File: config.mk
export PLATFORM = sky130hd
export DESIGN_NAME = gio_top
export DESIGN_NICKNAME = d
export VERILOG_FILES = /design/src/gio_pkg.sv /design/src/gio_slice.sv /design/src/gio_top.sv
export SDC_FILE = /design/constraint.sdc
export NUM_CORES = 2
export LEC_CHECK = 0
export BUFFER_PORTS_ARGS = -buffer_cell sky130_fd_sc_hd__buf_2
export CORE_ASPECT_RATIO = 0.6
export CORE_MARGIN = 10
export CORE_UTILIZATION = 63
export CTS_CLUSTER_SIZE = 30
export DETAILED_ROUTE_END_ITERATION = 8
export PLACE_DENSITY = 0.86
export SYNTH_ARGS = -nofsm -noshare
export SYNTH_HDL_FRONTEND = slang
export SYNTH_SLANG_ARGS = --single-unit
File: constraint.sdc
create_clock -name CLK -period 3.3 [get_ports CLK]
set_clock_uncertainty 0.1 [all_clocks]
set_input_delay 0.66 -clock CLK [delete_from_list [all_inputs] [get_ports CLK]]
set_output_delay 0.66 -clock CLK [all_outputs]
set_load 0.005 [all_outputs]
File: src/gio_pkg.sv
package gio_pkg;

  // ---------------------------------------------------------------
  // geometry
  // ---------------------------------------------------------------
  localparam int GIO_GROUPS = 5;
  localparam int GIO_WIDTH = 32;
  localparam int GIO_LINES = GIO_GROUPS * GIO_WIDTH;
  localparam int GIO_ADDR_W = 12;
  localparam int GIO_FLAG_BIT = 31;

  // ---------------------------------------------------------------
  // register map, group g at base + 4*g
  // ---------------------------------------------------------------
  localparam logic [11:0] GIO_ALT_WE_BASE = 12'h200;
  localparam logic [11:0] GIO_ALT_DATA_BASE = 12'h220;
  localparam logic [11:0] GIO_MUX_BASE = 12'h240;
  localparam logic [11:0] GIO_POL_BASE = 12'h260;
  localparam logic [11:0] GIO_OUT_BASE = 12'h280;
  localparam logic [11:0] GIO_IN_BASE = 12'h300;
  localparam logic [11:0] GIO_IN_100_OFS = 12'h308;

  // ---------------------------------------------------------------
  // reset values and implemented lines per group
  // ---------------------------------------------------------------
  localparam logic [31:0] GIO_RESET = 32'h0000_0000;
  localparam logic GIO_FLAG_RESET = 1'b0;
  localparam logic [31:0] GIO_MASK_000 = 32'h7FFF_FFFF;
  localparam logic [31:0] GIO_MASK_040 = 32'h7FFF_FFFF;
  localparam logic [31:0] GIO_MASK_100 = 32'h07FF_FFFF;
  localparam logic [31:0] GIO_MASK_140 = 32'h001F_FFFF;
  localparam logic [31:0] GIO_MASK_200 = 32'h0000_FFFF;
  localparam logic [4:0][31:0] GIO_LINE_MASK = {GIO_MASK_200,
    GIO_MASK_140, GIO_MASK_100, GIO_MASK_040, GIO_MASK_000};

endpackage

File: src/gio_slice.sv
`timescale 1ns/100ps
module gio_slice #(
  parameter logic [31:0] LINE_MASK = 32'hFFFF_FFFF
) (
  input wire logic clk,
  input wire logic rstn,
  input wire logic [31:0] pad_in,
  input wire logic [31:0] out_val,
  input wire logic [31:0] alt_we,
  input wire logic [31:0] alt_data,
  input wire logic [31:0] mux_sel,
  input wire logic [31:0] polarity,
  input wire logic [31:0] alt_sig,
  output logic [31:0] pad_level,
  output logic [31:0] pad_drive
);
  import gio_pkg::*;

  // ---------------------------------------------------------------
  // input synchroniser
  // ---------------------------------------------------------------
  logic [31:0] meta_r;
  logic [31:0] sync_r;

  always_ff @(posedge clk or negedge rstn) begin
    if (!rstn) begin
      meta_r <= GIO_RESET;
      sync_r <= GIO_RESET;
    end else begin
      meta_r <= pad_in;
      sync_r <= meta_r;
    end
  end

  assign pad_level = sync_r & LINE_MASK;

  // ---------------------------------------------------------------
  // output selection
  // ---------------------------------------------------------------
  wire [31:0] gpio_val = (alt_we & alt_data) | (~alt_we & out_val);
  wire [31:0] alt_val = alt_sig ^ polarity;
  wire [31:0] drive_nxt = ((mux_sel & alt_val) | (~mux_sel & gpio_val))
    & LINE_MASK;

  always_ff @(posedge clk or negedge rstn) begin
    if (!rstn) begin
      pad_drive <= GIO_RESET;
    end else begin
      pad_drive <= drive_nxt;
    end
  end

endmodule // gio_slice

File: src/gio_top.sv
`timescale 1ns/100ps
module gio_top (
  input wire logic CLK,
  input wire logic RSTN,
  input wire logic [gio_pkg::GIO_ADDR_W-1:0] PB_ADDR,
  input wire logic PB_WR,
  input wire logic PB_RD,
  input wire logic [31:0] PB_WDATA,
  output logic [31:0] PB_RDATA,
  output logic PB_ACK,
  input wire logic [gio_pkg::GIO_LINES-1:0] PAD_IN,
  input wire logic [gio_pkg::GIO_LINES-1:0] ALT_SIG,
  output logic [gio_pkg::GIO_LINES-1:0] PAD_OUT
);
  import gio_pkg::*;

  // ---------------------------------------------------------------
  // address decode
  // ---------------------------------------------------------------
  wire [6:0] blk = PB_ADDR[11:5];
  wire [2:0] grp = PB_ADDR[4:2];
  wire aligned = (PB_ADDR[1:0] == 2'h0);
  wire grp_ok = aligned && (grp < 3'(GIO_GROUPS));
  wire [2:0] gi = grp_ok ? grp : 3'h0;
  wire [4:0] grp_hot = grp_ok ? 5'(5'h01 << grp) : 5'h00;

  wire hit_we = (blk == GIO_ALT_WE_BASE[11:5]);
  wire hit_data = (blk == GIO_ALT_DATA_BASE[11:5]);
  wire hit_mux = (blk == GIO_MUX_BASE[11:5]);
  wire hit_pol = (blk == GIO_POL_BASE[11:5]);
  wire hit_out = (blk == GIO_OUT_BASE[11:5]);
  wire hit_in = (blk == GIO_IN_BASE[11:5]);
  wire hit_any = grp_ok &&
    (hit_we || hit_data || hit_mux || hit_pol || hit_out || hit_in);

  wire [4:0] wr_we = (PB_WR && hit_we) ? grp_hot : 5'h00;
  wire [4:0] wr_data = (PB_WR && hit_data) ? grp_hot : 5'h00;
  wire [4:0] wr_mux = (PB_WR && hit_mux) ? grp_hot : 5'h00;
  wire [4:0] wr_pol = (PB_WR && hit_pol) ? grp_hot : 5'h00;
  wire [4:0] wr_out = (PB_WR && hit_out) ? grp_hot : 5'h00;
  wire [4:0] wr_in = (PB_WR && hit_in) ? grp_hot : 5'h00;

  // ---------------------------------------------------------------
  // group registers
  // ---------------------------------------------------------------
  logic [31:0] out_r [GIO_GROUPS];
  logic [31:0] alt_we_r [GIO_GROUPS];
  logic [31:0] alt_data_r [GIO_GROUPS];
  logic [31:0] mux_r [GIO_GROUPS];
  logic [31:0] pol_r [GIO_GROUPS];
  logic [GIO_GROUPS-1:0] flag_r;
  logic [31:0] level [GIO_GROUPS];

  always_ff @(posedge CLK or negedge RSTN) begin
    if (!RSTN) begin
      for (int g = 0; g < GIO_GROUPS; g++) begin
        out_r[g] <= GIO_RESET;
        alt_we_r[g] <= GIO_RESET;
        alt_data_r[g] <= GIO_RESET;
        mux_r[g] <= GIO_RESET;
        pol_r[g] <= GIO_RESET;
        flag_r[g] <= GIO_FLAG_RESET;
      end
    end else begin
      for (int g = 0; g < GIO_GROUPS; g++) begin
        if (wr_out[g]) begin
          out_r[g] <= PB_WDATA & GIO_LINE_MASK[g];
        end
        if (wr_we[g]) begin
          alt_we_r[g] <= PB_WDATA & GIO_LINE_MASK[g];
        end
        if (wr_data[g]) begin
          alt_data_r[g] <= PB_WDATA & GIO_LINE_MASK[g];
        end
        if (wr_mux[g]) begin
          mux_r[g] <= PB_WDATA & GIO_LINE_MASK[g];
        end
        if (wr_pol[g]) begin
          pol_r[g] <= PB_WDATA & GIO_LINE_MASK[g];
        end
        if (wr_in[g]) begin
          flag_r[g] <= PB_WDATA[GIO_FLAG_BIT];
        end
      end
    end
  end

  // ---------------------------------------------------------------
  // per-group pad logic
  // ---------------------------------------------------------------
  for (genvar g = 0; g < GIO_GROUPS; g++) begin : g_slice
    gio_slice #(
      .LINE_MASK(GIO_LINE_MASK[g])
    ) u_slice (
      .clk(CLK),
      .rstn(RSTN),
      .pad_in(PAD_IN[g*GIO_WIDTH +: GIO_WIDTH]),
      .out_val(out_r[g]),
      .alt_we(alt_we_r[g]),
      .alt_data(alt_data_r[g]),
      .mux_sel(mux_r[g]),
      .polarity(pol_r[g]),
      .alt_sig(ALT_SIG[g*GIO_WIDTH +: GIO_WIDTH]),
      .pad_level(level[g]),
      .pad_drive(PAD_OUT[g*GIO_WIDTH +: GIO_WIDTH])
    );
  end

  // ---------------------------------------------------------------
  // read path
  // ---------------------------------------------------------------
  wire [31:0] in_val = {flag_r[gi], level[gi][30:0]};
  logic [31:0] rd_val;

  always_comb begin
    rd_val = 32'h0000_0000;
    if (grp_ok) begin
      if (hit_in) begin
        rd_val = in_val;
      end else if (hit_out) begin
        rd_val = out_r[gi];
      end else if (hit_we) begin
        rd_val = alt_we_r[gi];
      end else if (hit_data) begin
        rd_val = alt_data_r[gi];
      end else if (hit_mux) begin
        rd_val = mux_r[gi];
      end else if (hit_pol) begin
        rd_val = pol_r[gi];
      end
    end
  end

  always_ff @(posedge CLK or negedge RSTN) begin
    if (!RSTN) begin
      PB_RDATA <= GIO_RESET;
      PB_ACK <= 1'b0;
    end else begin
      PB_RDATA <= PB_RD ? rd_val : GIO_RESET;
      PB_ACK <= PB_RD || PB_WR;
    end
  end

endmodule // gio_top

After elaboration in Yosys (flattened, before gate mapping)
Index checks and enable logic that the tools add are counted.
Storage, ports and cells
  logic and storage cells: 148
  register bits after elaboration: 1046
Cells by class
  $lt $le $gt $ge: 3
  shift-type cells: 1
  reductions and logical operators: 9
  equality and inequality tests: 6
  multiplexer cells: 36
  bitwise operators: 46
Operators with widths (number)
  32-bit binary-select mux with 3-bit select: 6
  32-bit 2-to-1 mux: 18
  31-bit AND: 8
  31-bit NOT: 4
  31-bit bitwise OR: 4
  27-bit AND: 4
  21-bit AND: 4
  16-bit AND: 4
  31-bit 2-to-1 mux: 2
  31-bit XOR: 2
  27-bit NOT: 2
  27-bit bitwise OR: 2
  7-bit by 5-bit == test with 1-bit output, second input constant: 6
  21-bit NOT: 2
  21-bit bitwise OR: 2
  5-bit 2-to-1 mux: 7
  16-bit NOT: 2
  16-bit bitwise OR: 2
  27-bit XOR: 1
  21-bit XOR: 1
  16-bit XOR: 1
  1-bit logical AND: 7
  1-bit by 3-bit << shifter with 5-bit output, first input constant: 1
  4-bit >= comparator, second input constant: 1
  other kinds (8): 8

Logic depth before layout (Yosys ltp)
  word-level depth: 15
  gate-level depth with buffers: 12

Modules after synthesis
Synthesis repeated with hierarchy kept, for this count alone.
Unflattened totals
  cell total of the unflattened synthesis: 3536
  area total of the unflattened synthesis: 45549.9 um2
By module, submodules not included
  gio_top: area each 31935.6 um2, cells an instance 2707, instances 1
  gio_slice at g_slice[0].u_slice ...: area each 3238.1 um2, cells an instance 189, instances 2
  gio_slice at g_slice[2].u_slice: area each 2882.8 um2, cells an instance 173, instances 1
  gio_slice at g_slice[3].u_slice: area each 2349.8 um2, cells an instance 149, instances 1
  gio_slice at g_slice[4].u_slice: area each 1905.6 um2, cells an instance 129, instances 1

Least setup slack after synthesis
No wires, ideal clock.
  kind: input -> register
  start point: input PB_ADDR[0] (netlist name)
  end point: register alt_we_r[100] (netlist name)
  stages on the path: 8
  setup slack: 486 ps
  required time: 3075 ps
  arrival time: 2589 ps
  cell sequence: buf_2 > or4b_1 > buf_2 > buf_6 > or2_2 > nor2_2 > buf_4 > mux2_2
Between the ends
  longest elaborated chain between the ends: 4
Ends and longest elaborated chain
  start, declared: line gio_top.sv:5  | input wire logic [gio_pkg::GIO_ADDR_W-1:0] PB_ADDR,
  2-bit zero test: line gio_top.sv:22  | wire aligned = (PB_ADDR[1:0] == 2'h0);
  1-bit logical AND: line gio_top.sv:23  | wire grp_ok = aligned && (grp < 3'(GIO_GROUPS));
  5-bit 2-to-1 mux: line gio_top.sv:25  | wire [4:0] grp_hot = grp_ok ? 5'(5'h01 << grp) : 5'h00;
  5-bit 2-to-1 mux: line gio_top.sv:36  | wire [4:0] wr_we = (PB_WR && hit_we) ? grp_hot : 5'h00;
  end signal, assigned by index: line gio_top.sv:70  | alt_we_r[g] <= PB_WDATA & GIO_LINE_MASK[g];
  end, declared: line gio_top.sv:47  | logic [31:0] alt_we_r [GIO_GROUPS];
Every way passes these cells.
A chain may end at the register's enable or synchronous reset.

Worst setup path in the final report
  start point: input PB_ADDR[4] (netlist name)
  end point: register PB_RDATA[3]
Between the ends
  longest elaborated chain between the ends: 15
  elaborated cells on any way between the ends: 30
  those cells by class: order compare (1); mux (27); bitwise (1); reduce/logical (1)
Ends and longest elaborated chain
  3-bit < comparator: line gio_top.sv:23
  1-bit logical AND: line gio_top.sv:23
  3-bit 2-to-1 mux: line gio_top.sv:24  | wire [2:0] gi = grp_ok ? grp : 3'h0;
  3-bit NOT with 4-bit output (implied by the code)
  32-bit binary-select mux with 3-bit select: line gio_top.sv:129  | rd_val = pol_r[gi];
  32-bit 2-to-1 mux (implied by the code) (2 in a row): line gio_top.sv:129
  32-bit 2-to-1 mux: line gio_top.sv:128  | end else if (hit_pol) begin
  32-bit 2-to-1 mux: line gio_top.sv:126  | end else if (hit_mux) begin
  32-bit 2-to-1 mux: line gio_top.sv:124  | end else if (hit_data) begin
  32-bit 2-to-1 mux: line gio_top.sv:122  | end else if (hit_we) begin
  32-bit 2-to-1 mux: line gio_top.sv:120  | end else if (hit_out) begin
  32-bit 2-to-1 mux: line gio_top.sv:118  | if (hit_in) begin
  32-bit 2-to-1 mux *: line gio_top.sv:117  | if (grp_ok) begin
  32-bit 2-to-1 mux *: line gio_top.sv:139  | PB_RDATA <= PB_RD ? rd_val : GIO_RESET;
  end signal, assigned: line gio_top.sv:139
  end, declared: line gio_top.sv:9  | output logic [31:0] PB_RDATA,
Mark *: on every way between the ends. The rest lies on a longest branch, timed or not. The select of a mux whose other input is x is not followed.

==> impl_metrics.tcl <==
set metrics [dict create \
    outcome "finished, violations left" \
    violations "DRC" \
    vias_per_cell 6.69 \
    seqPwrFrac 0.508 \
    combPwrFrac 0.059 \
    syn_area_um2 44900 \
    setup-tns-final_ns 0 \
    clock_path_buffers 3 \
    crit_fanout 12 \
    synth_mux_area_frac 0.208 \
    fin_cells 5267 \
    max_stage_delay_ns 0.53 \
    yosys.area_share.simple 0.0653 \
    most-common-layout-cells "dfrtp_1 (1046), mux2_2 (638), buf_2 (457), nand2_1 (415), o21ai_0 (206)" \
    power.density_nw_per_um2 478 \
    place_ws_ns -0.0525 \
    p_leak_nw 26.3 \
    ys_types 65 \
    drc 6 \
    clk_latency_ns 0.71 \
    relSlewSlack 0.350 \
    final-setup-viol-count 0 \
    finalCriticalPeriod_ns 2.98 \
    timing.rr.end "PB_RDATA[3]" \
    yosys_most_used_dff "dfrtp_1" \
    synthTopCellsByArea "dfrtp_1 (58%), mux2_2 (16%), mux2i_1 (4.1%), nand2_1 (3.5%), xor2_1 (2.5%)" \
    grt_pass1_vias 35774 \
    avgSynthCellArea_um2 12.5 \
    wl_per_cell_um 31.4 \
    min_from "PAD_IN[133]" \
    synth_edf_count 0 \
    ys_seq_area_frac 0.583 \
    synth_top_family_by_area "multiplexers" \
    synth-compound-area-share 0.0873 \
    p_sw_mw 6.26 \
    path_cells "buf_2 -> or3b_1 -> a21oi_1 -> buf_4 -> o2111ai_1 -> nand4_1 -> o2111ai_1 -> a32o_1" \
    start_kind "input port" \
    tightest_slew_ns 0.974 \
    dr_total_vias 35227 \
    grt_pass1_wl_um 239000 \
    drt-total-wl_um 165000 \
    cts-root-buf "clkbuf_16" \
    yosys.area_share.xor_xnor 0.0246 \
    min_to "g_slice[4].u_slice.meta_r[5]" \
    numCtsBuffers 91 \
    reg2reg_slack_ns 0.82 \
    synth_largest_area_cell "dfrtp_1" \
    cts_setup_buffers 0 \
    cts_hold_buffers 121 \
    num_io_pins 561 \
    htreeDepth 3 \
    yosysWarnings 0 \
    cap_viol_max_count 0 \
    critPathTopFamily "compound AO/OA/AOI/OAI gates" \
    fin_ws_ns 0.323 \
    crit-reg2reg-launch "pol_r[35]" \
    dp_cells 4963 \
    final_nets 4623 \
    layout-drive-gt1-share 0.355 \
    grt.total_usage 0.393 \
    critPathArrivalTime_ns 3.46 \
    core-area_um2 70200 \
    die_height_um 227 \
    globalplace.congestion 0.977 \
    final_common_cell "dfrtp_1" \
    worstRegToRegCells 7 \
    cp_slowest_cell "or3b_1" \
    clk_pin_slew_ns 0.07 \
    overflow 0 \
    finish.utilization 0.771 \
    synth_fa_ha_area_frac 0 \
    clockPowerShare 0.433 \
    dr.pass1.iters 9 \
    swShare 0.242 \
    fill_cells 4042 \
    path_class "in2reg" \
    tritoncts "yes" \
    cp-startpoint "PB_ADDR[4]" \
    postCtsResizedCells 0 \
    maxSlewViolCount 0 \
    clock-sinks 1046 \
    fin_crit_sh 0.902 \
    synth_top_area_frac 0.583 \
    die_w_um 365 \
    antenna_found_initial 21 \
    hold_viol_final 0 \
    synth_seq_cells 1046 \
    internal_power_mw 19.6 \
    fmax_ghz 0.336 \
    rows 75 \
    dp_hpwl_um 106000 \
    start_util 0.640 \
    synthCells 3595 \
    path_buf_inv 2 \
    async_reset_ff_frac 1.00 \
    cp_data_required_time_ns 3.78 \
    end_kind "register" \
    hold_class "in2reg" \
    cpMostUsedCell "o2111ai_1" \
    die_area_um2 82700 \
    area_delta_synth_final_pct 20.5 \
    ir_drop_mv 0.564 \
    antenna_left 0 \
    rsz0062_at_grt "false" \
    grt_max_degree 108 \
    hold_depth 1 \
    drt-initial-drc-count 4990 \
    io_buffers 458 \
]
worst register-to-register path, cell delays in order (launching register included):
cell and delay [ns]:
dfrtp_1 0.42, mux2_2 0.29, o22ai_1 0.25, o21ai_0 0.13, buf_4 0.16, nand4_1 0.08, o2111ai_1 0.50, a32o_1 0.45
state kept, by name, summed over array words and instances, names as in the netlist:
register and cells:
alt_data_r 126, alt_we_r 126, g_slice.u_slice.meta_r 126, mux_r 126, flag_r 5, out_r 126, PB_ACK 1, g_slice.u_slice.pad_drive 126
g_slice.u_slice.sync_r 126, pol_r 126, PB_RDATA 32
final cells by class:
type	count	area (um^2)	area share
diodes	16	40.0	0.000740
clock buffers	135	2660	0.0492
clock inverters	30	379	0.00701
inverters	4	15.0	0.000277
multi-input cells	2300	17600	0.324
flip-flops and latches	1046	26200	0.484
well taps	924	1160	0.0214
repair buffers	812	6130	0.113
how the worst max path moves through the flow:
stage               slack [ns]  depth (start not counted)       endpoint
finish                    0.32                          8    PB_RDATA[3]
global placement         -0.03                          8    PB_RDATA[3]
detailed placement       -0.05                          8    PB_RDATA[3]
global route              0.43                          8    PB_RDATA[3]
CTS                       0.66                          8   PB_RDATA[11]
floorplan                 0.49                          8  alt_we_r[100]
cell families (layout without fill, tap and decap cells):
kind of cell,after synthesis,count (layout)
AOI/OAI and AO/OA,623,623
xor gates and xnor gates,126,126
buffers and inverters,282,981
DFF,1046,1046
muxes,838,838
other,1,50
and+or+nand+nor,679,679
cells in the mapped netlist, types with 24 or more instances:
library cell  instances
o211ai_1             25
buf_2                81
nor2_1               98
a221oi_1             26
dfrtp_1            1046
nand2_1             419
clkbuf_1            120
mux2_2              638
buf_4                56
a211oi_1             28
mux2i_1             183
xor2_1              126
o21ai_0             206
a31oi_1              52
nor3_1               24
o22ai_1              31
nand3_1              58
a21oi_1             143
metrics by stage:
| stage | instance area [um^2] | power, mW | hold slack, ns |
|---|---|---|---|
| finish | 54100 | 25.8 | 0.0230 |
| global placement | 49800 | 14.6 | 0.232 |
| floorplan | 45000 | 13.8 | 0.231 |
| CTS | 54100 | 25.6 | 0.00843 |
| global route | 54100 | 26.4 | 0.00718 |
| detailed placement | 49800 | 14.7 | 0.235 |
power groups by stage:
stage	registers, mW	clock network (mW)	logic [mW]
3_5_place_dp	13.3	0	1.33
4_1_cts	13.1	11.1	1.46
6_report	13.1	11.2	1.52
3_3_place_gp	13.3	0	1.31
2_1_floorplan	13.3	0	0.486
5_1_grt	13.1	11.7	1.61
metal layers:
| layer | up-vias | global-route usage | share of wire | wire length [um] |
|---|---|---|---|---|
| li1 | 14078 | - | - | - |
| met1 | 17430 | 0.507 | 0.36 | 59100 |
| met2 | 2941 | 0.562 | 0.42 | 69900 |
| met3 | 758 | 0.172 | 0.16 | 26100 |
| met4 | 20 | 0.197 | 0.061 | 10100 |
| met5 | - | 0.00122 | 0.0010 | 171 |
No activity file was read; power rests on OpenSTA's default activity.
